--- src/hdl/dec_skip_defs.vh ---
// Purpose: constants for the decrement-and-skip execution unit
// Assumes: 16-bit instruction words, 8-bit data path
// Notes:   included by dec_skip_exec.v
`ifndef DEC_SKIP_DEFS_VH
`define DEC_SKIP_DEFS_VH
// ------------------------------------------------------------
// Opcode fields
// ------------------------------------------------------------
`define OPC_HI            15
`define OPC_LO            10
`define OPC_DEC_SKIP_Z    6'h0B
`define OPC_DEC_SKIP_NZ   6'h13
`define BIT_DEST          9
`define BIT_BANK          8
// ------------------------------------------------------------
// Two-word first-word prefixes (upper nibble / upper 7 or 8 bits)
// ------------------------------------------------------------
`define TW_MOVE_HI        4'hC
`define TW_JUMP_HI        8'hEF
`define TW_CALL_HI        7'h76
`define TW_LOAD_PTR_HI    8'hEE
`define TW_MOVE_SP_HI     8'hEB
// ------------------------------------------------------------
// Addressing
// ------------------------------------------------------------
`define INDEXED_LIMIT     8'h5F
`define ACCESS_SPLIT      8'h60
`define SFR_BANK          4'hF
`define RESET_BYTE        8'h00
`endif

--- src/hdl/dec_skip_exec.v ---
// Purpose: executes the two decrement-and-skip instructions on a Q1..Q4 core
// Assumes: q1..q4 are one-cycle phase enables from the core sequencer
// Notes:   file data is read through rd_addr/rd_data, written in Q4
//
// Contract
// - The file register is decremented by one; d=0 writes W, d=1 writes the file back.
// - Skip-if-zero skips the next instruction only when the result is zero.
// - Skip-if-nonzero skips the next instruction only when the result is not zero.
// - A skip discards the fetched next word and runs one no-op cycle, two cycles total.
// - If the discarded instruction is two-word, the instruction takes three cycles.
// - Each extra skip cycle does nothing in any of its four phases.
// - Extended set with a=0 and f at or below 95 uses indexed literal-offset addressing.
// - a=0 addresses the access bank, a=1 uses the bank pointer to pick the bank.
// - Neither instruction changes any arithmetic status flag.
`timescale 1ns/1ps
`include "dec_skip_defs.vh"

module dec_skip_exec (
  input  wire        clk,
  input  wire        rst_n,
  input  wire        q1,
  input  wire        q2,
  input  wire        q4,
  input  wire        instr_valid,
  input  wire [15:0] instr,
  input  wire [15:0] next_instr,
  input  wire        ext_set_en,
  input  wire [3:0]  bank_pointer,
  input  wire [7:0]  index_base,
  input  wire [7:0]  rd_data,
  output reg  [11:0] rd_addr,
  output reg         wr_en,
  output reg  [11:0] wr_addr,
  output reg  [7:0]  wr_data,
  output reg         w_wr_en,
  output reg  [7:0]  w_wr_data,
  output reg         flush,
  output reg         nop_cycle,
  output reg         busy,
  output reg         status_wr_en
);

  // ------------------------------------------------------------
  // States
  // ------------------------------------------------------------
  localparam [2:0] ST_EXEC = 3'b001;
  localparam [2:0] ST_NOP1 = 3'b010;
  localparam [2:0] ST_NOP2 = 3'b100;

  reg  [2:0]  state_q;
  reg  [2:0]  state_d;
  reg         active_q;
  reg         is_nz_q;
  reg         dest_q;
  reg  [11:0] addr_q;
  reg  [7:0]  res_q;
  reg         two_word_q;

  // ------------------------------------------------------------
  // Decode
  // ------------------------------------------------------------
  wire [5:0] opc      = instr[`OPC_HI:`OPC_LO];
  wire       hit_z    = (opc == `OPC_DEC_SKIP_Z);
  wire       hit_nz   = (opc == `OPC_DEC_SKIP_NZ);
  wire       hit      = instr_valid & (hit_z | hit_nz);
  wire       a_bit    = instr[`BIT_BANK];
  wire [7:0] f_addr   = instr[7:0];

  wire       tw_move;
  wire       tw_jump;
  wire       tw_call;
  wire       tw_load_ptr;
  wire       tw_move_sp;

  prefix_match #(
    .WIDTH  (4),
    .PREFIX (`TW_MOVE_HI)
  ) u_tw_move (
    .word  (next_instr),
    .match (tw_move)
  );

  prefix_match #(
    .WIDTH  (8),
    .PREFIX (`TW_JUMP_HI)
  ) u_tw_jump (
    .word  (next_instr),
    .match (tw_jump)
  );

  prefix_match #(
    .WIDTH  (7),
    .PREFIX (`TW_CALL_HI)
  ) u_tw_call (
    .word  (next_instr),
    .match (tw_call)
  );

  prefix_match #(
    .WIDTH  (8),
    .PREFIX (`TW_LOAD_PTR_HI)
  ) u_tw_load_ptr (
    .word  (next_instr),
    .match (tw_load_ptr)
  );

  prefix_match #(
    .WIDTH  (8),
    .PREFIX (`TW_MOVE_SP_HI)
  ) u_tw_move_sp (
    .word  (next_instr),
    .match (tw_move_sp)
  );

  wire       next_two = tw_move |
                        tw_jump |
                        tw_call |
                        tw_load_ptr |
                        tw_move_sp;

  reg [11:0] eff_addr;
  always @* begin
    if (a_bit) begin
      eff_addr = {bank_pointer, f_addr};
    end else if (ext_set_en && (f_addr <= `INDEXED_LIMIT)) begin
      eff_addr = {4'h0, index_base + f_addr};
    end else if (f_addr < `ACCESS_SPLIT) begin
      eff_addr = {4'h0, f_addr};
    end else begin
      eff_addr = {`SFR_BANK, f_addr};
    end
  end

  wire [7:0] dec_val = rd_data - 8'h01;
  wire       is_zero = (res_q == `RESET_BYTE);
  wire       do_skip = is_nz_q ? ~is_zero : is_zero;

  // ------------------------------------------------------------
  // Sequencer
  // ------------------------------------------------------------
  always @* begin
    state_d = state_q;
    case (state_q)
      ST_EXEC: begin
        if (q4 && active_q && do_skip) begin
          state_d = ST_NOP1;
        end
      end
      ST_NOP1: begin
        if (q4) begin
          state_d = two_word_q ? ST_NOP2 : ST_EXEC;
        end
      end
      ST_NOP2: begin
        if (q4) begin
          state_d = ST_EXEC;
        end
      end
      default: state_d = ST_EXEC;
    endcase
  end

  always @(posedge clk) begin
    if (!rst_n) begin
      state_q      <= ST_EXEC;
      active_q     <= 1'b0;
      is_nz_q      <= 1'b0;
      dest_q       <= 1'b0;
      addr_q       <= 12'h000;
      res_q        <= `RESET_BYTE;
      two_word_q   <= 1'b0;
      rd_addr      <= 12'h000;
      wr_en        <= 1'b0;
      wr_addr      <= 12'h000;
      wr_data      <= `RESET_BYTE;
      w_wr_en      <= 1'b0;
      w_wr_data    <= `RESET_BYTE;
      flush        <= 1'b0;
      nop_cycle    <= 1'b0;
      busy         <= 1'b0;
      status_wr_en <= 1'b0;
    end else begin
      state_q      <= state_d;
      wr_en        <= 1'b0;
      w_wr_en      <= 1'b0;
      flush        <= 1'b0;
      status_wr_en <= 1'b0;
      if (state_q == ST_EXEC) begin
        if (q1 && hit) begin
          active_q   <= 1'b1;
          is_nz_q    <= hit_nz;
          dest_q     <= instr[`BIT_DEST];
          addr_q     <= eff_addr;
          rd_addr    <= eff_addr;
          two_word_q <= next_two;
          busy       <= 1'b1;
        end
        if (q2 && active_q) begin
          res_q <= dec_val;
        end
        if (q4 && active_q) begin
          active_q <= 1'b0;
          if (dest_q) begin
            wr_en   <= 1'b1;
            wr_addr <= addr_q;
            wr_data <= res_q;
          end else begin
            w_wr_en   <= 1'b1;
            w_wr_data <= res_q;
          end
          flush     <= do_skip;
          nop_cycle <= do_skip;
          busy      <= do_skip;
        end
      end else if (q4) begin
        nop_cycle <= (state_d != ST_EXEC);
        busy      <= (state_d != ST_EXEC);
      end
    end
  end

endmodule

// ------------------------------------------------------------
// Upper-bit prefix compare
// ------------------------------------------------------------
module prefix_match #(
  parameter integer     WIDTH  = 4,
  parameter [WIDTH-1:0] PREFIX = {WIDTH{1'b0}}
) (
  input  wire [15:0] word,
  output wire        match
);

  assign match = (word[15:16-WIDTH] == PREFIX);

endmodule

--- config.mk ---
export PLATFORM = sky130hd
export DESIGN_NAME = dec_skip_exec
export DESIGN_NICKNAME = d
export VERILOG_FILES = /design/src/hdl/dec_skip_exec.v
export VERILOG_INCLUDE_DIRS = /design/src /design/src/hdl
export SDC_FILE = /design/constraint.sdc
export NUM_CORES = 1
export LEC_CHECK = 0
export ABC_AREA = 1
export BUFFER_PORTS_ARGS = -buffer_cell sky130_fd_sc_hd__buf_2
export CORE_ASPECT_RATIO = 0.8
export CORE_MARGIN = 5
export CORE_UTILIZATION = 45
export DETAILED_ROUTE_END_ITERATION = 10
export PLACE_DENSITY = 0.76
export REMOVE_ABC_BUFFERS = 1
export SLEW_MARGIN = 20
export SYNTH_ARGS = -nofsm -noshare
export SYNTH_HDL_FRONTEND = slang
export SYNTH_SLANG_ARGS = --single-unit
--- constraint.sdc ---
create_clock -name clk -period 3.6 [get_ports clk]
set_input_delay 0.72 -clock clk [delete_from_list [all_inputs] [get_ports clk]]
set_output_delay 0.72 -clock clk [all_outputs]
set_load 0.02 [all_outputs]
* Word-level counts from Yosys, hierarchy flattened
Cells that the tools add are included.
** Storage, ports and cells
- Logic and storage cells :: 74
- Bits of input ports :: 59
- ROM bits :: 0
- Bits in registers :: 60
- Output and inout port bits :: 46
- Memories :: 0
- Latch bits :: 0
- RAM bits :: 0
** Cells by class
- $mul :: 0
- Reduce and logical (&&, ||, !) cells :: 16
- Bitwise logic cells :: 8
- Div/mod/pow operators :: 0
- Add/sub/neg operators :: 2
- Muxes and demuxes :: 18
- Shift-type cells :: 0
- Order comparisons :: 2
- Equal/unequal tests :: 13
** Operators with widths (count)
- $mux 12 :: 3
- $eq 8x8->1 const B :: 3
- $mux 3 :: 4
- $mux 1 :: 10
- $reduce_and 2->1 :: 5
- $pmux 3 s3 :: 1
- $reduce_and 3->1 :: 3
- $add 8x8->8 :: 1
- $le 8x7->1 const B :: 1
- $logic_not 8->1 :: 1
- $lt 8x7->1 const B :: 1
- $sub 8x1->8 const B :: 1
- $eq 7x7->1 const B :: 1
- $eq 6x4->1 const B :: 1
- $eq 6x5->1 const B :: 1
- $logic_and 1x1->1 :: 5
- $or 1x1->1 :: 5
- $eq 4x4->1 const B :: 1
- $reduce_bool 2->1 :: 2
- $eq 3x1->1 const B :: 1
- $eq 3x2->1 const B :: 1
- $eq 3x3->1 const B :: 1
- $ne 3x1->1 const B :: 1
- $ne 3x2->1 const B :: 1
- 3 further kinds :: 4

* Depth between registers and ports, before layout
Gate-level depths: netlist of the first run.
- Word-level depth :: 9
- Depth in mapped cells :: 9
- Mapped depth without buffers :: 9

* Hierarchy
Synthesis of the first run repeated with hierarchy kept, for this count alone.
** Unflattened totals
- Cell total of the unflattened synthesis :: 456
- Area total of the unflattened synthesis :: 3120.5 um^2
** By module, submodules not included
- dec_skip_exec :: area each 2936.6 um^2, times used 1, sequential area each 1201.2 um^2, cells each 410
- prefix_match at u_tw_jump ... :: area each 43.8 um^2, times used 2, sequential area each 0.0 um^2, cells each 11
- prefix_match at u_tw_call :: area each 37.5 um^2, times used 1, sequential area each 0.0 um^2, cells each 9
- prefix_match at u_tw_load_ptr :: area each 37.5 um^2, times used 1, sequential area each 0.0 um^2, cells each 10
- prefix_match at u_tw_move :: area each 21.3 um^2, times used 1, sequential area each 0.0 um^2, cells each 5

* Least setup slack after synthesis of the first run
OpenSTA, ideal clock, no wires.
- Kind :: input -> register
- Start point :: input port instr[0]
- End point :: register addr_q[4]
- Setup time :: 0.117 ns
- Stages on the path :: 8
- Arrival :: 1.791 ns
- Data required time :: 3.483 ns
- Setup slack :: 1.692 ns
- Path buffers :: 0
- Path through :: ha_1 fa_1 nand3_1 nand3_1 nor2_1 nor2_1 nor3_1 nor2_1
** Between the ends
- Longest elaborated chain between the ends :: 4
- Elaborated cells between the ends (all ways) :: 5
- Those cells by class :: add/sub: 1; order compare: 1; mux: 2; reduce/logical: 1
** Ends and longest elaborated chain
- start, declared :: RTL line dec_skip_exec.v:25 : input wire [15:0] instr,
- $le 8x7->1 (no source line)
- $logic_and 1x1->1 :: RTL line dec_skip_exec.v:125 : end else if (ext_set_en && (f_addr <= `INDEXED_LIMIT)) begin
- $mux 12 * :: RTL line dec_skip_exec.v:125
- $mux 12 * :: RTL line dec_skip_exec.v:123 : if (a_bit) begin
- end signal, assigned :: RTL line dec_skip_exec.v:193 : addr_q <= eff_addr;
- end, declared :: RTL line dec_skip_exec.v:55 : reg [11:0] addr_q;
Mark *: on every way between the ends. The rest lies on a longest branch, timed or not.
A chain may end at the register's enable or synchronous reset.

* Worst setup path after layout of the first run
- Start point :: input port q4
- End point :: register wr_data[1]
** Between the ends
- Longest elaborated chain between the ends :: 2
** Ends and longest elaborated chain
- start, declared :: RTL line dec_skip_exec.v:23 : input wire q4,
- $logic_and 1x1->1 :: RTL line dec_skip_exec.v:201 : if (q4 && active_q) begin
- $reduce_and 3->1 (no source line)
- end signal, assigned :: RTL line dec_skip_exec.v:175 : wr_data <= `RESET_BYTE;
- end signal, assigned :: RTL line dec_skip_exec.v:206 : wr_data <= res_q;
- end, declared :: RTL line dec_skip_exec.v:34 : output reg [7:0] wr_data,
Every way passes these cells.

==> out/results.tsv, run 1 <==
stage	metric	value	unit
run_status	outcome	completed	
clocking	cts_buffers	9	
global_route	grt_overflow	0	
clocking	root_buffer	clkbuf_8	
clocking	htreeDepth	3	
floorplan	placementRows	26	
sta	hold_viol	0	
sta	maxSlewViolCount	0	
layout	fillers	641	
floorplan	die_h	82.3	µm
logic_synthesis	synthMuxAreaShare	0	
clocking	tritoncts	built	
clocking	clock_latency	0.32	ns
setup_path	critPathBufInv	2	
routing	wl_per_cell	12.1	µm
setup_path	worstSetupEndpointType	flop	
logic_synthesis	synthSimpleGateAreaFrac	0.258	
routing	drt_wl_total	7.11	mm
floorplan	dieArea	8250	µm²
logic_synthesis	ys_ff_latch	60	
sta	fin_skew	0.00858	ns
sta	setup_viol	0	
logic_synthesis	synth_edf_count	0	
setup_path	worst_path_max_delay_cell	clkinv_2	
placement	io_buffers	95	
sta	rsz0062_at_grt	no	
layout	synthToLayoutAreaGrowth	25.6	%
sta	setup_tns	0	ns
clocking	post_cts_buffers	0	
run	drv_cap	0	
logic_synthesis	seq_area_frac_synth	0.409	
placement	dpl.hpwl	5.38	mm
clocking	hold_buffers	0	
setup_path	path_max_fanout	26	
sta	worstMarginPinSlew	0.545	ns
sta	finalCritPeriodShare	0.507	
floorplan	coreArea	6380	µm²
routing	drtAntennaViolNets	0	
global_route	grt_pass1_wl	11.5	mm
layout	final_cell_mix	buf_2 (95), nor2_1 (71), nand2_1 (62)	
logic_synthesis	synthArstFlopShare	0	
sta	slew_headroom	0.637	
logic_synthesis	synth_top_family_by_area	simple AND/OR/NAND/NOR gates	
setup_path	crit_arrival	2.02	ns
layout	layout-drive-gt1-share	0.254	
setup_path	required	3.80	ns
layout	antenna-diode-count	0	
floorplan	ioPinCount	105	
routing	drcViolationCount	0	
global_route	gr-usage-all-layers	0.175	
logic_synthesis	synth-xor-area-share	0.00894	
global_route	grt_pass1_vias	2639	
clocking	max-clock-path-buffers	2	
power_and_ir_drop	peakVddDrop	0.000261	V
worst_hold_path	hp-class	reg2reg	
logic_synthesis	synth_top_flop_cell	dfxtp_1	
setup_path	crit_chain	buf_2 > nand2_1 > nor2_4 > nand2_2 > clkinv_2 > o21ai_0 > a21oi_1	
routing	detail_route.iter0.violations	89	
logic_synthesis	postSynthCellCount	407	
logic_synthesis	synthAdderAreaFrac	0.0409	
layout	fin_util	0.579	
logic_synthesis	ys_types	36	
floorplan	die_w	100	µm
floorplan	start_util	0.461	
routing	via_count	2852	
layout	nets	567	
global_route	grt_max_degree	48	
clocking	clkTransAtPathRegs	0.06	ns
logic_synthesis	synthesis.area	2940	µm²
power_and_ir_drop	p_leak	1.85	nW
logic_synthesis	yosys_warnings	0	
routing	drt_first_pass_iters	4	
sta	min_period	1.82	ns
routing	via_per_inst	4.85	
power_and_ir_drop	pwr_density_cell	431	nW/µm²
sta	max_freq	548	MHz
setup_path	cp-start-kind	input port	
global_route	antenna_found_initial	0	
clocking	cts.sinks	60	
placement	routabilityCongestion	0.876	
clocking	postCtsResizedCells	0	
setup_path	crit_family	buffers and inverters	
setup_path	max_stage_delay	0.38	ns
logic_synthesis	syn-mean-instance-area	7.22	µm²
setup_path	criticalPathCategory	in2reg	
logic_synthesis	synth_compound_area_frac	0.181	
layout	final_common_cell	buf_2	
## final timing paths
check / start / endpoint / slack [ns] / cells past startpoint
setup / recovery: q4 / wr_data[1] / 1.78 / 7
hold / removal: two_word_q / two_word_q / 0.48 / 2
setup reg to reg: state_q[1] / wr_data[1] / 1.94 / 7
hold reg to reg: two_word_q / two_word_q / 0.48 / 2
## flip-flops by register name (all words and copies together) (netlist names)
signal      cells
res_q           8
w_wr_en         1
state_q         3
wr_en           1
w_wr_data       8
dest_q          1
active_q        1
two_word_q      1
busy            1
is_nz_q         1
wr_data         8
addr_q         12
nop_cycle       1
wr_addr        12
flush           1
## synthesized netlist by cell type (2+ instances only)
master,number,share of area
o21ai_1,3,0.0051
a21oi_2,3,0.0089
nand2_1,62,0.079
buf_2,2,0.0034
nor2_8,2,0.014
dfxtp_1,60,0.41
a21oi_1,39,0.066
inv_1,45,0.057
nor3_1,7,0.012
buf_4,2,0.0051
nand4_1,3,0.0064
ha_1,8,0.034
xnor2_1,3,0.0089
nor2_1,71,0.091
o211ai_2,2,0.0085
o21ai_0,50,0.085
clkinv_2,2,0.0034
nand3_1,17,0.029
buf_6,4,0.015
nand3b_1,2,0.0051
clkbuf_1,5,0.0064
## worst register-to-register path: cells and delay by family, from the launching register on
family,cells,cell delay (ns)
flip-flops,1,0.33
AND/OR/NAND/NOR,3,0.41
buffers and inverters,2,0.46
AO/OA/AOI/OAI,2,0.35
## cells by family (layout without fill, tap and decap cells)
family | Yosys count | after routing
AO/OA/AOI/OAI | 100 | 100
adder cells (fa/ha/maj) | 9 | 9
buffers and inverters | 64 | 161
other | 1 | 1
AND/OR/NAND/NOR | 170 | 170
flip-flops | 60 | 60
XOR/XNOR | 3 | 3
## per-layer routing
metal	GRT usage	part of all wire
met5	0	0
met4	0.0538	0.010
met1	0.209	0.46
met3	0.0722	0.079
met2	0.292	0.45
## metrics by stage
step | worst slack (ns) | power (mW) | instances | instance area (µm²) | hold WS (ns)
2_1_floorplan | 1.69 | 0.761 | 391 | 2830 | 0.457
3_3_place_gp | 1.47 | 0.815 | 572 | 3420 | 0.458
3_5_place_dp | 1.43 | 0.819 | 572 | 3420 | 0.467
4_1_cts | 1.79 | 1.61 | 588 | 3690 | 0.478
5_1_grt | 1.60 | 1.66 | 588 | 3690 | 0.505
6_report | 1.78 | 1.59 | 588 | 3690 | 0.482
## where the power goes
part           internal (mW)  switching (mW)
sequential             0.666         0.00183
clock                  0.536           0.247
combinational         0.0558          0.0815
total                   1.26           0.331
## layout make-up
type,count,area [µm²],share of cell area
clock buffers,13,179,0.0485
clock inverters,3,90.1,0.0244
inverters,48,183,0.0495
multi-input cells,283,1440,0.391
flip-flops and latches,60,1200,0.326
well taps,84,105,0.0285
repair buffers,97,490,0.133
Power figures use the tool's default switching activity.
==> run 2, diff against run 1 <==
Settings changed: ABC_AREA 1 to 0, PLACE_DENSITY 0.76 to 0.77.
Clock period 3.6 ns to 1.84 ns, I/O delays scaled along.
==> run 2 against run 1 <==
The run now ends with negative setup slack left. Critical path depth decreased by 2. Core utilization increased by 5.8 points. Via count shrank 1.4%. Cell count shrank 9.0%. Die area is 4.5% lower. Combinational power grew 110%. Register-to-register slack got worse by 2.0 ns. Clock power is 51% higher. Worst setup slack worse by 1.8 ns. First-iteration DRC count is 69% higher. Highest routed layer unchanged.
==> out/results.tsv, run 2 <==
stage	metric	value	unit
setup_path	critPathBufInv	0	
layout	nets	517	
clocking	htreeDepth	3	
floorplan	start_util	0.467	
clocking	tritoncts	built	
sta	fin_skew	0.00603	ns
layout	synthToLayoutAreaGrowth	36.4	%
logic_synthesis	synthMuxAreaShare	0.0475	
routing	via_per_inst	5.26	
placement	dpl.cell_count	517	
layout	largestRegisters	addr_q x12, wr_addr x12	
sta	hold_viol	0	
setup_path	criticalPathCategory	reg2reg	
routing	drt_wl_total	7.94	mm
clocking	clock_latency	0.34	ns
logic_synthesis	synth.area.top_cells	dfxtp_1 (43%), nand2_1 (7.3%), a21oi_1 (7.0%)	
global_route	grt_pass1_vias	2654	
global_route	antenna_found_initial	0	
logic_synthesis	synth_top_area_share	0.430	
logic_synthesis	seq_area_frac_synth	0.430	
layout	final-seq-area	1200	µm²
logic_synthesis	synth_edf_count	0	
sta	max_freq	535	MHz
global_route	grt_pass1_wl	12.4	mm
setup_path	crit_chain	or3b_4 > or4_4 > and3_4 > a31oi_1 > nand2_1	
clocking	cts_buffers	9	
logic_synthesis	synth-xor-area-share	0.0251	
floorplan	coreArea	5970	µm²
clocking	post_cts_buffers	0	
routing	via_count	2812	
sta	setup_tns	-0.0341	ns
logic_synthesis	synth_common_cells	dfxtp_1 (60), nand2_1 (54), a21oi_1 (39)	
layout	fillers	526	
logic_synthesis	synthesis.area	2790	µm²
layout	multiInputGateArea	1560	µm²
power_and_ir_drop	pwr_density_cell	730	nW/µm²
sta	layout_setup_ws	-0.0301	ns
routing	drt_first_pass_iters	4	
logic_synthesis	synthArstFlopShare	0	
setup_path	path_max_fanout	7	
sta	rsz0062_at_grt	yes	
clocking	cts.sinks	60	
logic_synthesis	synth_compound_area_frac	0.187	
logic_synthesis	yosys_warnings	0	
setup_path	required	2.07	ns
clocking	root_buffer	clkbuf_8	
setup_path	rrSetupSlack	-0.03	ns
run_status	outcome	finished, violations left	
logic_synthesis	synth.most_common_cell	dfxtp_1	
floorplan	die_w	98.0	µm
layout	finalNonFillerCells	535	
logic_synthesis	synth_top_flop_cell	dfxtp_1	
logic_synthesis	synthAdderAreaFrac	0.0430	
routing	drtAntennaViolNets	0	
power_and_ir_drop	p_leak	1.72	nW
floorplan	ioPinCount	105	
run_status	violations	negative setup slack	
setup_path	max_stage_delay	0.66	ns
floorplan	placementRows	25	
sta	min_period	1.87	ns
routing	wl_per_cell	14.8	µm
setup_path	worstSetupEndpointType	flop	
layout	final_cell_mix	buf_2 (95), dfxtp_1 (57), nand2_1 (54)	
global_route	grt_overflow	0	
logic_synthesis	yosys.area.top_type	dfxtp_1	
layout	layout-drive-gt1-share	0.372	
logic_synthesis	synthSimpleGateAreaFrac	0.225	
routing	drcViolationCount	0	
run	drv_cap	0	
layout	final_common_cell	buf_2	
power_and_ir_drop	peakVddDrop	0.000498	V
setup_path	crit_arrival	2.10	ns
global_route	gr-usage-all-layers	0.196	
sta	finalCritPeriodShare	1.02	
floorplan	die_h	80.4	µm
global_route	grt_max_degree	23	
placement	io_buffers	95	
placement	dpl.hpwl	5.90	mm
sta	maxSlewViolCount	0	
worst_hold_path	hp-class	in2reg	
placement	routabilityCongestion	0.940	
sta	setup_viol	2	
routing	detail_route.iter0.violations	150	
clocking	max-clock-path-buffers	2	
logic_synthesis	postSynthCellCount	331	
sta	holdWs	0.260	ns
setup_path	cp-start-kind	flop	
logic_synthesis	ys_types	51	
setup_path	crit_family	simple AND/OR/NAND/NOR gates	
logic_synthesis	synth_top_family_by_area	simple AND/OR/NAND/NOR gates	
floorplan	dieArea	7880	µm²
logic_synthesis	ys_ff_latch	60	
setup_path	worst_path_max_delay_cell	or4_4	
layout	antenna-diode-count	0	
logic_synthesis	syn-mean-instance-area	8.43	µm²
clocking	clkTransAtPathRegs	0.07	ns
## run 2: final cells by class
type                    count  share of cell area
inverters                   6             0.00592
multi-input cells         247               0.411
repair buffers            125               0.188
clock inverters             7              0.0197
clock buffers               9              0.0325
well taps                  81              0.0266
flip-flops and latches     60               0.317
## run 2: logic make-up (layout without fill, tap and decap cells)
logic type,count (synthesis),after routing
DFF,60,60
AOI/OAI and AO/OA,82,82
buffers and inverters,25,147
xor gates and xnor gates,8,8
adders and majority gates,9,9
and+or+nand+nor,133,134
other,1,1
muxes,13,13
## run 2: per-layer routing
layer / part of all wire / wire, µm / GRT usage
met1: 0.43 / 3390 / 0.246
met2: 0.48 / 3810 / 0.316
met3: 0.078 / 617 / 0.0642
met4: 0.015 / 117 / 0.0678
met5: 0 / 0 / 0
## run 2: metrics by stage
stage	instance area, µm²	setup WS (ns)	util	power, mW
final	3810	-0.0301	0.637	2.78
after global routing	3810	-0.0449	0.637	2.89
after CTS	3690	0.00368	0.618	2.79
after detailed placement	3490	-0.251	0.585	1.61
after global placement	3490	-0.238	0.585	1.60
after floorplan	2700	-0.250	-	1.47
## run 2: where the power goes
group	internal, mW	total (mW)	switching [mW]
Combinational	0.133	0.290	0.156
Clock	0.631	1.18	0.553
Sequential	1.30	1.31	0.00327
## run 2: worst paths after layout
| check | from | to | depth (start not counted) |
|---|---|---|---|
| min reg2reg | wr_addr[4] | wr_addr[4] | 2 |
| max | state_q[1] | addr_q[7] | 5 |
| max reg2reg | state_q[1] | addr_q[7] | 5 |
| min | rd_data[0] | res_q[0] | 2 |
## run 2: timing repair
item,CTS,global route
setup endpoints to repair,7,16
gates cloned,0,2
pin swaps,1,14
gates resized for setup,0,23
hold buffers,0,0
## run 2: worst register-to-register path, stage by stage, from the launching register on
cell and delay, ns:
dfxtp_2 0.32, or3b_4 0.40, or4_4 0.66, and3_4 0.19, a31oi_1 0.13, nand2_1 0.06
==> run 3, diff against run 2 <==
Settings changed: ABC_AREA 0 to 1, PLACE_DENSITY 0.77 to 0.76.
==> run 3 against run 2 <==
The run now ends clean. Clock skew fell by 0.0020 ns. Die area rose by 4.7%. Count of clock-buffer cells in the layout rose by 2. Non-clock buffer count fell by 25. First-iteration DRC count fell by 36%. Via count rose by 2.2%. Global-route usage fell by 1.6 points. Sequential cell count did not move. Maximum frequency rose by 18%. Sequential share of layout area rose by 1.5 points.
==> out/results.tsv, run 3 (same netlist as run 1, synthesis figures left out) <==
stage	metric	value	unit
global_route	gr-usage-all-layers	0.180	
sta	finalCritPeriodShare	0.860	
power_and_ir_drop	p_leak	1.81	nW
setup_path	required	2.10	ns
layout	fin_util	0.568	
clocking	tritoncts	built	
floorplan	placementRows	26	
layout	final-seq-area	1200	µm²
power_and_ir_drop	intPower	1.96	mW
sta	rsz0062_at_grt	no	
worst_hold_path	hp-class	in2reg	
global_route	grt_overflow	0	
global_route	grt_pass1_wl	11.8	mm
clocking	max-clock-path-buffers	2	
floorplan	start_util	0.461	
placement	io_buffers	95	
sta	slew_headroom	0.610	
routing	highest_layer	met4	
setup_path	crit_arrival	1.84	ns
setup_path	criticalPathCategory	reg2reg	
clocking	postCtsResizedCells	0	
setup_path	worst_path_max_delay_cell	dfxtp_1	
setup_path	critPathBufInv	2	
setup_path	worstSetupEndpointType	flop	
layout	multiInputGateArea	1440	µm²
sta	setup_tns	0	ns
setup_path	path_max_fanout	11	
clocking	clkTransAtPathRegs	0.07	ns
power_and_ir_drop	sw_frac_of_total	0.249	
routing	wl_per_cell	12.1	µm
layout	final_cell_area	3620	µm²
layout	antenna-diode-count	0	
layout	finalNonFillerCells	590	
run	drv_cap	0	
clocking	clock_latency	0.33	ns
layout	final_cell_mix	buf_2 (95), nor2_1 (71), nand2_1 (62)	
clocking	htreeDepth	3	
sta	min_period	1.58	ns
sta	max_freq	632	MHz
placement	routabilityCongestion	0.891	
placement	placed_area	3440	µm²
floorplan	dieArea	8250	µm²
power_and_ir_drop	p_clk_frac	0.397	
layout	largestRegisters	addr_q x12, wr_addr x12	
placement	dpl.cell_count	575	
sta	setup_viol	0	
setup_path	crit_family	simple AND/OR/NAND/NOR gates	
floorplan	coreArea	6380	µm²
power_and_ir_drop	pwr_density_cell	723	nW/µm²
routing	met3_length	496	µm
routing	detail_route.iter0.violations	96	
power_and_ir_drop	power	2.62	mW
clocking	root_buffer	clkbuf_8	
sta	hold_viol	0	
routing	wl_met2	3.26	mm
layout	fillers	634	
sta	fin_skew	0.00400	ns
clocking	post_cts_buffers	0	
setup_path	crit_chain	nand3_4 > clkinv_2 > nand3_1 > inv_1 > o21ai_0 > a21oi_1	
run_status	outcome	completed	
routing	via_per_inst	4.87	
setup_path	rrSetupSlack	0.26	ns
floorplan	die_w	100	µm
power_and_ir_drop	p_seq_frac	0.500	
layout	final_common_cell	buf_2	
clocking	hold_buffers	0	
layout	layout-drive-gt1-share	0.257	
placement	dpl.hpwl	5.40	mm
layout	nets	570	
clocking	cts_buffers	9	
global_route	antenna_found_initial	0	
power_and_ir_drop	pwr-share-comb	0.104	
sta	worstMarginPinSlew	0.584	ns
routing	drt_first_pass_iters	4	
clocking	cts.sinks	60	
routing	drt_wl_total	7.16	mm
global_route	grt_max_degree	27	
setup_path	cp-start-kind	flop	
floorplan	ioPinCount	105	
sta	maxSlewViolCount	0	
routing	drcViolationCount	0	
power_and_ir_drop	p_sw	652	µW
setup_path	max_stage_delay	0.43	ns
routing	drtAntennaViolNets	0	
floorplan	die_h	82.3	µm
routing	drt-met1-wl	3.39	mm
layout	synthToLayoutAreaGrowth	23.2	%
global_route	grt_pass1_vias	2662	
power_and_ir_drop	peakVddDrop	0.000401	V
routing	via_count	2874	
-- run 3: changes by cell type in the layout (fill, tap and decap cells not counted), moves of 4 or more --
cell and delta:
inv_1 +40, nor2_1 +40, o21ai_0 +40, buf_4 -21
nand3_1 +12, mux2i_1 -10, a211oi_1 -8, nand2_1 +8
nor2b_1 -5, a21o_1 -4, a21oi_1 +4, nor4_1 -4
-- run 3: path summary, 6_finish.rpt --
kind                                 start          to  depth (start not counted)
worst max-delay path            state_q[0]   addr_q[2]                          6
worst min-delay path            rd_data[0]    res_q[0]                          2
worst min register to register  wr_addr[3]  wr_addr[3]                          2
worst max register to register  state_q[0]   addr_q[2]                          6
-- run 3: layer usage --
metal,vias up,track usage
li1,1514,-
met1,1277,0.225
met2,79,0.300
met3,4,0.0546
met4,0,0.0565
met5,-,0
-- run 3: cell type report --
type / instances / share of cell area
multi-input cells: 283 / 0.398
flip-flops and latches: 60 / 0.332
repair buffers: 100 / 0.142
inverters: 48 / 0.0505
clock buffers: 11 / 0.0418
well taps: 84 / 0.0290
clock inverters: 4 / 0.00691
-- run 3: metrics by stage --
step,setup slack (ns),hold slack (ns)
2_1_floorplan,0.284,0.457
3_3_place_gp,0.0855,0.458
3_5_place_dp,0.0666,0.467
4_1_cts,0.256,0.215
5_1_grt,0.0328,0.227
6_report,0.257,0.229
-- run 3: worst register-to-register path, cell delays in order, from the launching register on --
cell	delay, ns
dfxtp_1	0.43
nand3_4	0.13
clkinv_2	0.11
nand3_1	0.39
inv_1	0.24
o21ai_0	0.10
a21oi_1	0.11
-- run 3: power groups by stage --
stage | Clock (mW) | Sequential [mW] | Combinational, mW
floorplan | 0 | 1.34 | 0.150
global placement | 0 | 1.34 | 0.264
detailed placement | 0 | 1.34 | 0.269
CTS | 1.07 | 1.31 | 0.270
global route | 1.13 | 1.31 | 0.309
finish | 1.04 | 1.31 | 0.271
